<file path="src/hdl/rrse_cfg.svh">
// constants for the return, rotate and sleep execution block
`ifndef RRSE_CFG_SVH
`define RRSE_CFG_SVH
`define RRSE_OP_RETURN 14'h0008
`define RRSE_OP_SLEEP 14'h0063
`define RRSE_OP_ROT_LEFT 6'h0D
`define RRSE_OP_ROT_RIGHT 6'h0C
`define RRSE_OPC_HI 13
`define RRSE_OPC_LO 8
`define RRSE_DEST_BIT 7
`define RRSE_ADDR_HI 6
`define RRSE_PH_DECODE 2'h0
`define RRSE_PH_READ 2'h1
`define RRSE_PH_PROC 2'h2
`define RRSE_PH_WRITE 2'h3
`define RRSE_WATCHDOG_CLEAR 8'h00
`endif

</file>
<file path="src/hdl/rrse_pkg.sv">
// types for the return, rotate and sleep execution block
package rrse_pkg;
    typedef enum logic [1:0] {
        RRSE_EXEC,
        RRSE_RET_NOP,
        RRSE_ASLEEP
    } rrse_state_type;
endpackage : rrse_pkg

</file>
<file path="src/hdl/rrse_rot_if.sv">
// carrier between the executor and its rotator
`timescale 1ns/1ps
interface rrse_rot_if;
    logic [7:0] data_in;
    logic carry_in;
    logic left;
    logic [7:0] result;
    logic carry_out;
    modport ctrl (output data_in, output carry_in, output left,
        input result, input carry_out);
    modport alu (input data_in, input carry_in, input left,
        output result, output carry_out);
endinterface : rrse_rot_if

</file>
<file path="src/hdl/rrse_exec.sv">
// execution of return, rotate through carry and sleep
`timescale 1ns/1ps
`include "rrse_cfg.svh"
module rrse_exec (
    // clock and reset
    input wire logic ref_clk,
    input wire logic sys_rst,
    // instruction fetch and phase
    input wire logic [13:0] instr_word,
    input wire logic [1:0] phase,
    // wake request from the wake-up logic
    input wire logic wake_req,
    // file register read port
    output logic [6:0] file_addr,
    input wire logic [7:0] file_rdata,
    // status and stack top inputs
    input wire logic carry_flag,
    input wire logic [12:0] stack_top_entry,
    // results
    output logic [7:0] result_data_ff,
    output logic file_we_ff,
    output logic w_we_ff,
    output logic carry_we_ff,
    output logic carry_new_ff,
    // program counter and stack
    output logic stack_pop_ff,
    output logic pc_load_ff,
    output logic [12:0] pc_value_ff,
    // power management
    output logic powerdown_status_flag_ff,
    output logic timeout_status_flag_ff,
    output logic watchdog_clear_ff,
    output logic [7:0] watchdog_counter_ff,
    output logic osc_stop_ff,
    output logic busy
);
    ////////////////////////////////////////////////////////////////////
    rrse_pkg::rrse_state_type state_ff;
    rrse_pkg::rrse_state_type nxt_state;
    logic [13:0] instr_ff;
    logic [7:0] operand_ff;
    logic is_ret;
    logic is_sleep;
    logic is_rot;
    logic rot_left;
    logic dest_file;
    logic ph_dec;
    logic ph_read;
    logic ph_write;
    rrse_rot_if rot ();

    assign ph_dec = (phase == `RRSE_PH_DECODE);
    assign ph_read = (phase == `RRSE_PH_READ);
    assign ph_write = (phase == `RRSE_PH_WRITE);
    // decode from the word latched in phase one
    assign is_ret = (instr_ff == `RRSE_OP_RETURN);
    assign is_sleep = (instr_ff == `RRSE_OP_SLEEP);
    assign rot_left =
        (instr_ff[`RRSE_OPC_HI:`RRSE_OPC_LO] == `RRSE_OP_ROT_LEFT);
    assign is_rot = rot_left
        || (instr_ff[`RRSE_OPC_HI:`RRSE_OPC_LO] == `RRSE_OP_ROT_RIGHT);
    assign dest_file = instr_ff[`RRSE_DEST_BIT];
    assign file_addr = instr_ff[`RRSE_ADDR_HI:0];
    assign busy = (state_ff != rrse_pkg::RRSE_EXEC);

    assign rot.data_in = operand_ff;
    assign rot.carry_in = carry_flag;
    assign rot.left = rot_left;
    rrse_rotator u_rot (
        .rot(rot)
    );

    ////////////////////////////////////////////////////////////////////
    // latch instruction in decode phase while in RRSE_EXEC, else load a zero word
    always_ff @(posedge ref_clk)
    begin
        if (sys_rst)
            instr_ff <= 14'h0000;
        else if (ph_dec && state_ff == rrse_pkg::RRSE_EXEC)
            instr_ff <= instr_word;
        else if (ph_dec)
            instr_ff <= 14'h0000;
    end

    always_ff @(posedge ref_clk)
    begin
        if (sys_rst)
            operand_ff <= 8'h00;
        else if (ph_read && is_rot)
            operand_ff <= file_rdata;
    end

    ////////////////////////////////////////////////////////////////////
    always_comb
    begin
        nxt_state = state_ff;
        unique case (state_ff)
            rrse_pkg::RRSE_EXEC:
            begin
                if (ph_write && is_sleep)
                    nxt_state = rrse_pkg::RRSE_ASLEEP;
                else if (ph_write && is_ret)
                    nxt_state = rrse_pkg::RRSE_RET_NOP;
            end
            rrse_pkg::RRSE_RET_NOP:
            begin
                if (ph_write)
                    nxt_state = rrse_pkg::RRSE_EXEC;
            end
            rrse_pkg::RRSE_ASLEEP:
            begin
                if (wake_req)
                    nxt_state = rrse_pkg::RRSE_EXEC;
            end
            default:
                nxt_state = rrse_pkg::RRSE_EXEC;
        endcase
    end

    always_ff @(posedge ref_clk)
    begin
        if (sys_rst)
            state_ff <= rrse_pkg::RRSE_EXEC;
        else
            state_ff <= nxt_state;
    end

    ////////////////////////////////////////////////////////////////////
    // status besides carry is never touched here
    always_ff @(posedge ref_clk)
    begin
        if (sys_rst)
        begin
            result_data_ff <= 8'h00;
            file_we_ff <= 1'b0;
            w_we_ff <= 1'b0;
            carry_we_ff <= 1'b0;
            carry_new_ff <= 1'b0;
        end
        else
        begin
            file_we_ff <= 1'b0;
            w_we_ff <= 1'b0;
            carry_we_ff <= 1'b0;
            if (ph_write && is_rot && state_ff == rrse_pkg::RRSE_EXEC)
            begin
                result_data_ff <= rot.result;
                carry_new_ff <= rot.carry_out;
                carry_we_ff <= 1'b1;
                file_we_ff <= dest_file;
                w_we_ff <= ~dest_file;
            end
        end
    end

    ////////////////////////////////////////////////////////////////////
    always_ff @(posedge ref_clk)
    begin
        if (sys_rst)
        begin
            stack_pop_ff <= 1'b0;
            pc_load_ff <= 1'b0;
            pc_value_ff <= 13'h0000;
        end
        else
        begin
            stack_pop_ff <= 1'b0;
            pc_load_ff <= 1'b0;
            if (ph_write && is_ret && state_ff == rrse_pkg::RRSE_EXEC)
            begin
                stack_pop_ff <= 1'b1;
                pc_load_ff <= 1'b1;
                pc_value_ff <= stack_top_entry;
            end
        end
    end

    ////////////////////////////////////////////////////////////////////
    // flags are active low; reset values here suit a cold start
    always_ff @(posedge ref_clk)
    begin
        if (sys_rst)
        begin
            powerdown_status_flag_ff <= 1'b1;
            timeout_status_flag_ff <= 1'b1;
            watchdog_clear_ff <= 1'b0;
            watchdog_counter_ff <= `RRSE_WATCHDOG_CLEAR;
            osc_stop_ff <= 1'b0;
        end
        else
        begin
            watchdog_clear_ff <= 1'b0;
            if (ph_write && is_sleep && state_ff == rrse_pkg::RRSE_EXEC)
            begin
                powerdown_status_flag_ff <= 1'b0;
                timeout_status_flag_ff <= 1'b1;
                watchdog_counter_ff <= `RRSE_WATCHDOG_CLEAR;
                watchdog_clear_ff <= 1'b1;
                osc_stop_ff <= 1'b1;
            end
            else if (state_ff == rrse_pkg::RRSE_ASLEEP && wake_req)
                osc_stop_ff <= 1'b0;
        end
    end
endmodule : rrse_exec

</file>
<file path="src/hdl/rrse_rotator.sv">
// rotate through carry datapath
`timescale 1ns/1ps
module rrse_rotator (
    rrse_rot_if.alu rot
);
    always_comb
    begin
        if (rot.left)
        begin
            rot.result = {rot.data_in[6:0], rot.carry_in};
            rot.carry_out = rot.data_in[7];
        end
        else
        begin
            rot.result = {rot.carry_in, rot.data_in[7:1]};
            rot.carry_out = rot.data_in[0];
        end
    end
endmodule : rrse_rotator

</file>
<file path="config.mk">
export PLATFORM = sky130hd
export DESIGN_NAME = rrse_exec
export DESIGN_NICKNAME = d
export VERILOG_FILES = /design/src/hdl/rrse_pkg.sv /design/src/hdl/rrse_rot_if.sv /design/src/hdl/rrse_exec.sv /design/src/hdl/rrse_rotator.sv
export VERILOG_INCLUDE_DIRS = /design/src /design/src/hdl
export SDC_FILE = /design/constraint.sdc
export NUM_CORES = 1
export LEC_CHECK = 0
export BUFFER_PORTS_ARGS = -buffer_cell sky130_fd_sc_hd__buf_2
export CAP_MARGIN = 20
export CORE_MARGIN = 5
export CORE_UTILIZATION = 48
export CTS_BUF_LIST = sky130_fd_sc_hd__clkbuf_16
export DETAILED_ROUTE_END_ITERATION = 8
export MAX_ROUTING_LAYER = met4
export PLACE_DENSITY = 0.91
export SETUP_SLACK_MARGIN = 0.2
export SYNTH_ARGS = -nofsm -noshare
export SYNTH_HDL_FRONTEND = slang
export SYNTH_HIERARCHICAL = 1
export SYNTH_SLANG_ARGS = --single-unit
export TNS_END_PERCENT = 30
</file>
<file path="constraint.sdc">
create_clock -name ref_clk -period 2.75 [get_ports ref_clk]
set_clock_uncertainty 0.15 [all_clocks]
set_input_delay 0.55 -clock ref_clk [delete_from_list [all_inputs] [get_ports ref_clk]]
set_output_delay 0.55 -clock ref_clk [all_outputs]
set_load 0.03 [all_outputs]
</file>
==> results of run 1 <==
## placed cells by master, fill, tap and decap left out, drive strengths merged
cell	count
nor4	4
a21oi	15
o21bai	1
or4	2
o31a	1
nand4bb	1
nor3b	1
or3	4
nand4	1
a22oi	14
nand2	4
inv	7
or2	3
o21ai	14
dfxtp	53
clkbuf	5
clkinv	2
mux2	9
nand3	13
a311o	1
nor2	34
buf	84
mux2i	17
and2	2
nor2b	1
conb	9
nor3	5
## critical path, delay by kind of cell (launching register included)
kind                   cells  cell delay [ns]
buffers and inverters      1             0.07
flip-flops                 1             0.31
AND/OR/NAND/NOR            4             1.66
## final timing paths
path | slack [ns] | endpoint | depth (start not counted)
min reg2reg | 0.31 | powerdown_status_flag_ff | 2
max reg2reg | 0.45 | powerdown_status_flag_ff | 5
max | 0.45 | powerdown_status_flag_ff | 5
min | 0.31 | powerdown_status_flag_ff | 2
## flip-flops by register name, indices dropped and copies added (netlist names)
name,cells
carry_new_ff,1
pc_load_ff,1
state_ff,2
result_data_ff,8
watchdog_clear_ff,1
osc_stop_ff,1
instr_ff,14
pc_value_ff,13
w_we_ff,1
file_we_ff,1
carry_we_ff,1
powerdown_status_flag_ff,1
operand_ff,8
## cell usage after synthesis, types with 3 or more instances
cell type / number / share of area [%]
sky130_fd_sc_hd__dfxtp_1: 53 / 47
sky130_fd_sc_hd__a22oi_1: 14 / 4.7
sky130_fd_sc_hd__nor2_1: 34 / 5.7
sky130_fd_sc_hd__o21ai_0: 8 / 1.8
sky130_fd_sc_hd__nor3_1: 5 / 1.1
sky130_fd_sc_hd__clkbuf_1: 9 / 1.5
sky130_fd_sc_hd__or3_1: 3 / 0.83
sky130_fd_sc_hd__mux2i_1: 17 / 7.5
sky130_fd_sc_hd__buf_2: 3 / 0.66
sky130_fd_sc_hd__a21oi_1: 15 / 3.3
sky130_fd_sc_hd__buf_4: 17 / 5.7
sky130_fd_sc_hd__nand3_1: 13 / 2.9
sky130_fd_sc_hd__mux2_4: 9 / 6.0
sky130_fd_sc_hd__nand2_1: 4 / 0.66
sky130_fd_sc_hd__or2_2: 3 / 0.83
sky130_fd_sc_hd__o21ai_1: 6 / 1.3
sky130_fd_sc_hd__inv_1: 5 / 0.83
## metrics by stage
step / hold WS, ns / cell area, um^2 / power [uW]
5_1_grt: 0.330 / 2740 / 1570
6_report: 0.313 / 2740 / 1500
3_3_place_gp: 0.291 / 2600 / 939
2_1_floorplan: 0.271 / 2280 / 907
3_5_place_dp: 0.303 / 2600 / 942
4_1_cts: 0.317 / 2740 / 1520
## where the power goes
group / internal, uW / total [uW] / switching [uW] / leakage, uW
Combinational: 47.5 / 138 / 90.2 / 0.000700
Clock: 331 / 580 / 249 / 0.0000748
Sequential: 779 / 786 / 7.97 / 0.000428
Total: 1160 / 1500 / 347 / 0.00120
## metal layers
layer	wire length (um)	vias to the layer above	track usage [%]	part of all wire (%)
li1	-	939	-	-
met1	2090	841	18.0	43
met2	2380	57	29.1	49
met3	343	2	4.93	7.1
met4	19	0	3.15	0.39
met5	0	-	-	0
## kinds of logic after synthesis
family / after synthesis / synth area share (%)
compound gates: 46 / 12.2
buf+inv: 38 / 9.64
flops: 53 / 47.0
mux: 26 / 13.5
other cells: 2 / 0.333
simple gates: 75 / 17.3
## cell type report
| class | count | area [um^2] |
|---|---|---|
| repair buffers | 84 | 435 |
| inverters | 6 | 22.5 |
| clock inverters | 3 | 13.8 |
| flip-flops and latches | 53 | 1060 |
| fillers | 422 | 1890 |
| multi-input cells | 156 | 1020 |
| well taps | 54 | 67.6 |
| clock buffers | 5 | 125 |
==> summary by stage, run 1 <==
Yosys
The sequential element share of the synthesized area is 47.0%. Dividing the synthesized area by the synthesized cell count gives 9.41 um^2. After synthesis the netlist holds a flip-flop and latch count of 53.

Summing every instance area after synthesis gives about 2300 um^2. The number of unique standard cell types used by synthesis is 35. The Yosys warning count is 6. The number of enable flip-flop cells after synthesis is 0. The most used flip-flop cell after synthesis is sky130_fd_sc_hd__dfxtp_1. The instance count of the mapped netlist is 240. The fraction of registers with async set/reset is 0%.

Place
Detailed placement finished with a half-perimeter wire length of 3.69 mm. After detailed placement, the design holds a cell count of roughly 350. The final RePlAce weighted congestion is 0.771. The worst slack at placement is 0.430 ns. Port buffering added 78 buffers.

Clock tree
The number of clock sinks is 53. The number of buffers inserted during clock tree synthesis is 5. The number of gates resized after CTS is 0. TritonCTS built the clock tree.

The number of setup buffers added after CTS is 0. The longest clock path from root to sink contains 2 buffers. The clock transition at the register clock pins on the worst setup and hold paths after CTS is 0.06 ns. At the later pin of the worst-skew pair, clock insertion delay measures 0.28 ns.

The number of buffers inserted by hold repair at cts is 0. The H-tree generated during clock tree synthesis spans 2 levels. The clock tree root buffer cell is sky130_fd_sc_hd__clkbuf_16.

Cells and area
The ratio of cells with drive above 1 in the final layout is 35.8%. The area growth from synthesis to layout is 21.4%. The fraction of the core area covered by cells at the end of the flow is 59.2%. The non-filler instance count after layout is ~360.

The antenna diode instance count is 0. The final layout contains around 350 nets.

Worst setup path
Data on the critical path is required at its endpoint by 2.78 ns. The origin of the worst setup path is instr_ff[9]. The cell at the slowest stage of the critical path is sky130_fd_sc_hd__or4_4. The largest fanout on the critical path is 15. In this run the critical register-to-register path is launched from instr_ff[9]. The worst setup path is of the register to register kind. In this design, the stage delay of the slowest critical-path cell is slightly below 0.7 ns.

The worst setup path is launched from a register. The kind of capture point of the worst setup path is a register. The signal on the critical path passes through or3_1, or4_4, or3_4, inv_2, nor2_1. Data arrives at the worst endpoint at 2.32 ns.

Routing
Dividing the detail-routed via count by the number of cells gives slightly above 5. The first-pass detailed-route iteration total is 4. In the final routed layout, each cell accounts on average for 13.4 um. After detailed routing, the number of remaining DRC violations is 0. Wires add up to 4.83 mm. The violation count after the first detailed-routing iteration is 71. The count of nets left with antenna violations once routing finished came out at 0.

For this block, the via count after detailed routing is 1839.

Flow run
The number of max-capacitance violations reported is 0.

Floorplan
Pin placement for this block handled about 90 I/O pins. The initial utilization of the core area, before any placement, comes to about half. After floorplanning, the core was sized to cover 4630 um^2. The die area is 6180 um^2. The number of rows created at floorplan is 25. In this run the vertical extent of the chip is 78.6 um. The die span in x is 78.6 um.

Global route
The first-pass GRT wire length is 7.99 mm. The via count of the first global-routing pass is ~1800. Across every metal layer, demand over resource in global routing totals between 10% and 20%. The number of antenna violations at the first check in global routing is 0.

Entering global routing, the biggest net connects 29 pins. The overall overflow remaining after global route is 0.

STA
The final critical-path setup slack is 0.454 ns. The worst-case headroom to the max-slew limit is roughly 66%. The clock period minus worst slack is 2.30 ns. Setup repair after global routing left no endpoint under its margin. The number of setup violations in the final report is 0. The sum of negative setup slack is 0 ns. The total count of hold-check failures in the final report was 0.

The final count of pins violating max slew came to 0. Of the available clock period, the critical path in the final layout requires a little over four fifths. The transition time at the pin with the least slew margin is 0.508 ns. For this run, the top clock speed supported by timing is around 440 MHz.

Power and ir drop
The worst vdd rail ir drop is 0.239 mV. Summed over all cells, the static leakage comes to 0.00120 uW. The power density relative to cell area is 549 nW/um^2.

Hold path
In this run the worst hold path is classified as register to register. The startpoint identified for the worst hold timing path is powerdown_status_flag_ff.

Status
The flow ran to the end, and the final reports show no timing, DRC or antenna violations.
Note: power is estimated with default switching activity, not from simulation.
==> inputs of run 2 (changes only) <==
--- a/config.mk
+++ b/config.mk
@@ -9,11 +9,11 @@
 export BUFFER_PORTS_ARGS = -buffer_cell sky130_fd_sc_hd__buf_2
 export CAP_MARGIN = 20
 export CORE_MARGIN = 5
-export CORE_UTILIZATION = 48
+export CORE_UTILIZATION = 43
 export CTS_BUF_LIST = sky130_fd_sc_hd__clkbuf_16
 export DETAILED_ROUTE_END_ITERATION = 8
 export MAX_ROUTING_LAYER = met4
-export PLACE_DENSITY = 0.91
+export PLACE_DENSITY = 0.87
 export SETUP_SLACK_MARGIN = 0.2
 export SYNTH_ARGS = -nofsm -noshare
 export SYNTH_HDL_FRONTEND = slang
==> constraint.sdc (replaced) <==
create_clock -name ref_clk -period 2.06 [get_ports ref_clk]
set_clock_uncertainty 0.15 [all_clocks]
set_input_delay 0.412 -clock ref_clk [delete_from_list [all_inputs] [get_ports ref_clk]]
set_output_delay 0.412 -clock ref_clk [all_outputs]
set_load 0.03 [all_outputs]
==> run 2 against run 1 <==
Global-route usage down 0.57 points. Hold slack worse by 0.10 ns. Maximum frequency up 17%. Die area up 10%. Sequential power up 34%. Register-to-register slack worse by 0.36 ns. Largest power group unchanged. Total power up 36%. Final area up 6.8%. Combinational power up 66%. Clock-buffer cell count unchanged. Clock power up 32%.
==> summary by stage, run 2 (same netlist as run 1, synthesis figures left out) <==
Worst setup path
The worst setup path is captured at a register. The largest fanout on the critical path is 3. The arrival time reported for the critical path endpoint is 1.99 ns.

The cell count of the worst reg-to-reg path is 5. For the worst setup path, the data required time is 2.09 ns. The slack of the worst reg-to-reg path is 0.09 ns.

The critical path class is register to register. The worst register-to-register path ends at powerdown_status_flag_ff. The launching point of the worst reg2reg path is instr_ff[2]. The worst setup path is launched from a register.

Clock tree
TritonCTS built the clock tree. The clock latency at the later pin of the worst-skew pair is around 0.28 ns. The H-tree was split into 2 levels.

The clock tree root buffer cell is sky130_fd_sc_hd__clkbuf_16. No sink is reached through more buffers than the 2 on the longest clock path. The number of clock sinks is 53.

The number of buffers inserted during clock tree synthesis is 5. Clock-pin slew was measured on the worst setup and hold paths at 0.06 ns. The number of buffers inserted by hold repair at cts is 0.

Cells and area
Leaving out fill and tap cells, the most frequent cell in the layout is sky130_fd_sc_hd__buf_2. After routing the design area is about 3000 um^2. The largest registers in the layout are instr_ff (14), pc_value_ff (13).

In the final design database the tool counted 360 nets. Cells fill approximately 57% of the core in the end. Counting the fill cells in the layout gives 487. In the layout the commonest cells are sky130_fd_sc_hd__buf_2, sky130_fd_sc_hd__dfxtp_1, sky130_fd_sc_hd__nor2_1, sky130_fd_sc_hd__mux2i_1, sky130_fd_sc_hd__buf_4.

The antenna diode instance count is 0. From synthesis to final layout, the design area changed by 29.7%. The top register by number of flip-flops is instr_ff. The flip-flop count of the largest register after layout is 14. The ratio of cells with drive above 1 in the final layout is 41.7%.

Floorplan
The die is 82.5 um wide. The die area is 6800 um^2. The initial core utilization is 44.2%. The number of rows created at floorplan is 26. 88 I/O pins were placed. The area inside the core boundary is about 5000 um^2.

From bottom edge to top edge, the die measures between 80 and 90 um.

Routing
Wires add up to 5.23 mm. The detail route stage leaves a number of antenna-violating nets equal to 0. The via total after detailed routing is 1932.

The first-pass detailed-route iteration total is 4. The number of vias per cell is 4.97. The violation count after the first detailed-routing iteration is 54. The average routed wire per standard cell is around 13 um.

After detailed routing, the number of remaining DRC violations is 0.

STA
For the final routed database, the setup TNS stands at 0 ns. The clock period minus worst slack is 1.97 ns. At the pin with the least slew margin, the transition time is 0.519 ns. Setup repair after global routing could not meet its margin everywhere. The total count of hold-check failures in the final report is 0.

The final critical path takes up 95.5% of the cycle. The final count of pins violating max slew is 0. Measured against its own limit, the worst slew margin works out to 65.4%.

The number of setup violations in the final report is 0. The fmax is a little over 500 MHz.

Place
The final RePlAce weighted congestion is 0.800. Input and output buffers added on the ports amount to 78. The placed instances occupy a cell area of 2700 um^2. The placed wire-length estimate is approximately 3.8 mm.

Global route
The first-pass GRT wire length is 8.09 mm. The number of antenna violations at the first check in global routing is 0. The global router's overall resource usage is 15.7%. The via count of the first global-routing pass is 1844.

The total overflow left after global routing is 0. Entering global routing, the biggest net connects 24 pins.

Power and ir drop
The worst vdd rail ir drop is 0.410 mV. Overall power consumption after layout is estimated at 2050 uW. Power spread over the standard cell area amounts to 699 nW/um^2. The analysis attributes to cell leakage a power of 0.00127 uW.

Status
The run finished with clean final reports.

Hold path
In this run the most critical hold path is launched from file_rdata[7]. The hold path depth is 3. The worst min-delay path endpoint is operand_ff[7]. In this run the worst hold path is classified as input pin to register.

Flow run
The number of max-capacitance violations reported is 0.
-- run 2: changes by cell type in the layout (fill, tap and decap cells not counted), moves of 2 or more --
| cell | previous run | this run |
|---|---|---|
| sky130_fd_sc_hd__o21ai_0 | 8 | 2 |
| sky130_fd_sc_hd__dfxtp_2 | 0 | 4 |
| sky130_fd_sc_hd__dfxtp_1 | 53 | 49 |
| sky130_fd_sc_hd__or3_1 | 3 | 0 |
| sky130_fd_sc_hd__buf_4 | 6 | 16 |
| sky130_fd_sc_hd__o21ai_1 | 6 | 11 |
| sky130_fd_sc_hd__buf_6 | 0 | 2 |
| sky130_fd_sc_hd__or3_4 | 1 | 4 |
| sky130_fd_sc_hd__clkinv_2 | 2 | 0 |
-- run 2: how the worst max path moves through the flow --
stage,start,end,slack [ns],cells past startpoint
2_1_floorplan,instr_ff[2],powerdown_status_flag_ff,0.07,5
3_3_place_gp,instr_ff[8],powerdown_status_flag_ff,0.07,5
3_5_place_dp,instr_ff[8],powerdown_status_flag_ff,0.03,5
4_1_cts,instr_ff[2],powerdown_status_flag_ff,0.10,5
5_1_grt,instr_ff[9],state_ff[0],0.05,4
6_report,instr_ff[2],powerdown_status_flag_ff,0.09,5
-- run 2: layer usage --
layer  wire length [um]  track usage (%)  part of all wire (%)
met3                361             3.58                   6.9
met5                  0                -                     0
met4                 59             5.48                   1.1
met2               2570             26.4                    49
met1               2240             18.5                    43
-- run 2: report_power, final --
part	total [uW]	internal (uW)	switching [uW]
Clock	766	435	331
Sequential	1050	1040	11.1
Combinational	229	92.4	137
-- run 2: worst max-delay path: stages (launching register included) --
cell	delay, ns
sky130_fd_sc_hd__dfxtp_2	0.33
sky130_fd_sc_hd__or3_4	0.38
sky130_fd_sc_hd__or4_4	0.55
sky130_fd_sc_hd__or3_4	0.36
sky130_fd_sc_hd__inv_2	0.06
sky130_fd_sc_hd__nor2_1	0.03
-- run 2: final cells by class --
class	instances	area, um^2	area share [%]
clock inverters	2	7.51	0.256
flip-flops and latches	53	1070	36.4
inverters	6	22.5	0.769
clock buffers	5	125	4.27
well taps	70	87.6	2.99
multi-input cells	156	1070	36.4
repair buffers	97	553	18.9
-- run 2: what timing repair did --
item / CTS / global route
resized for setup: 8 / 14
setup buffers: 3 / 1
pin swaps: 1 / 8
cloned: 0 / 1
endpoints found under the setup margin: 35 / 35
-- run 2: metrics by stage --
step / cells / hold WS (ns) / worst slack (ns)
floorplan: 247 / 0.278 / 0.0654
global placement: 377 / 0.292 / 0.0672
detailed placement: 377 / 0.300 / 0.0267
CTS: 387 / 0.210 / 0.100
global route: 389 / 0.218 / 0.0485
finish: 389 / 0.209 / 0.0933
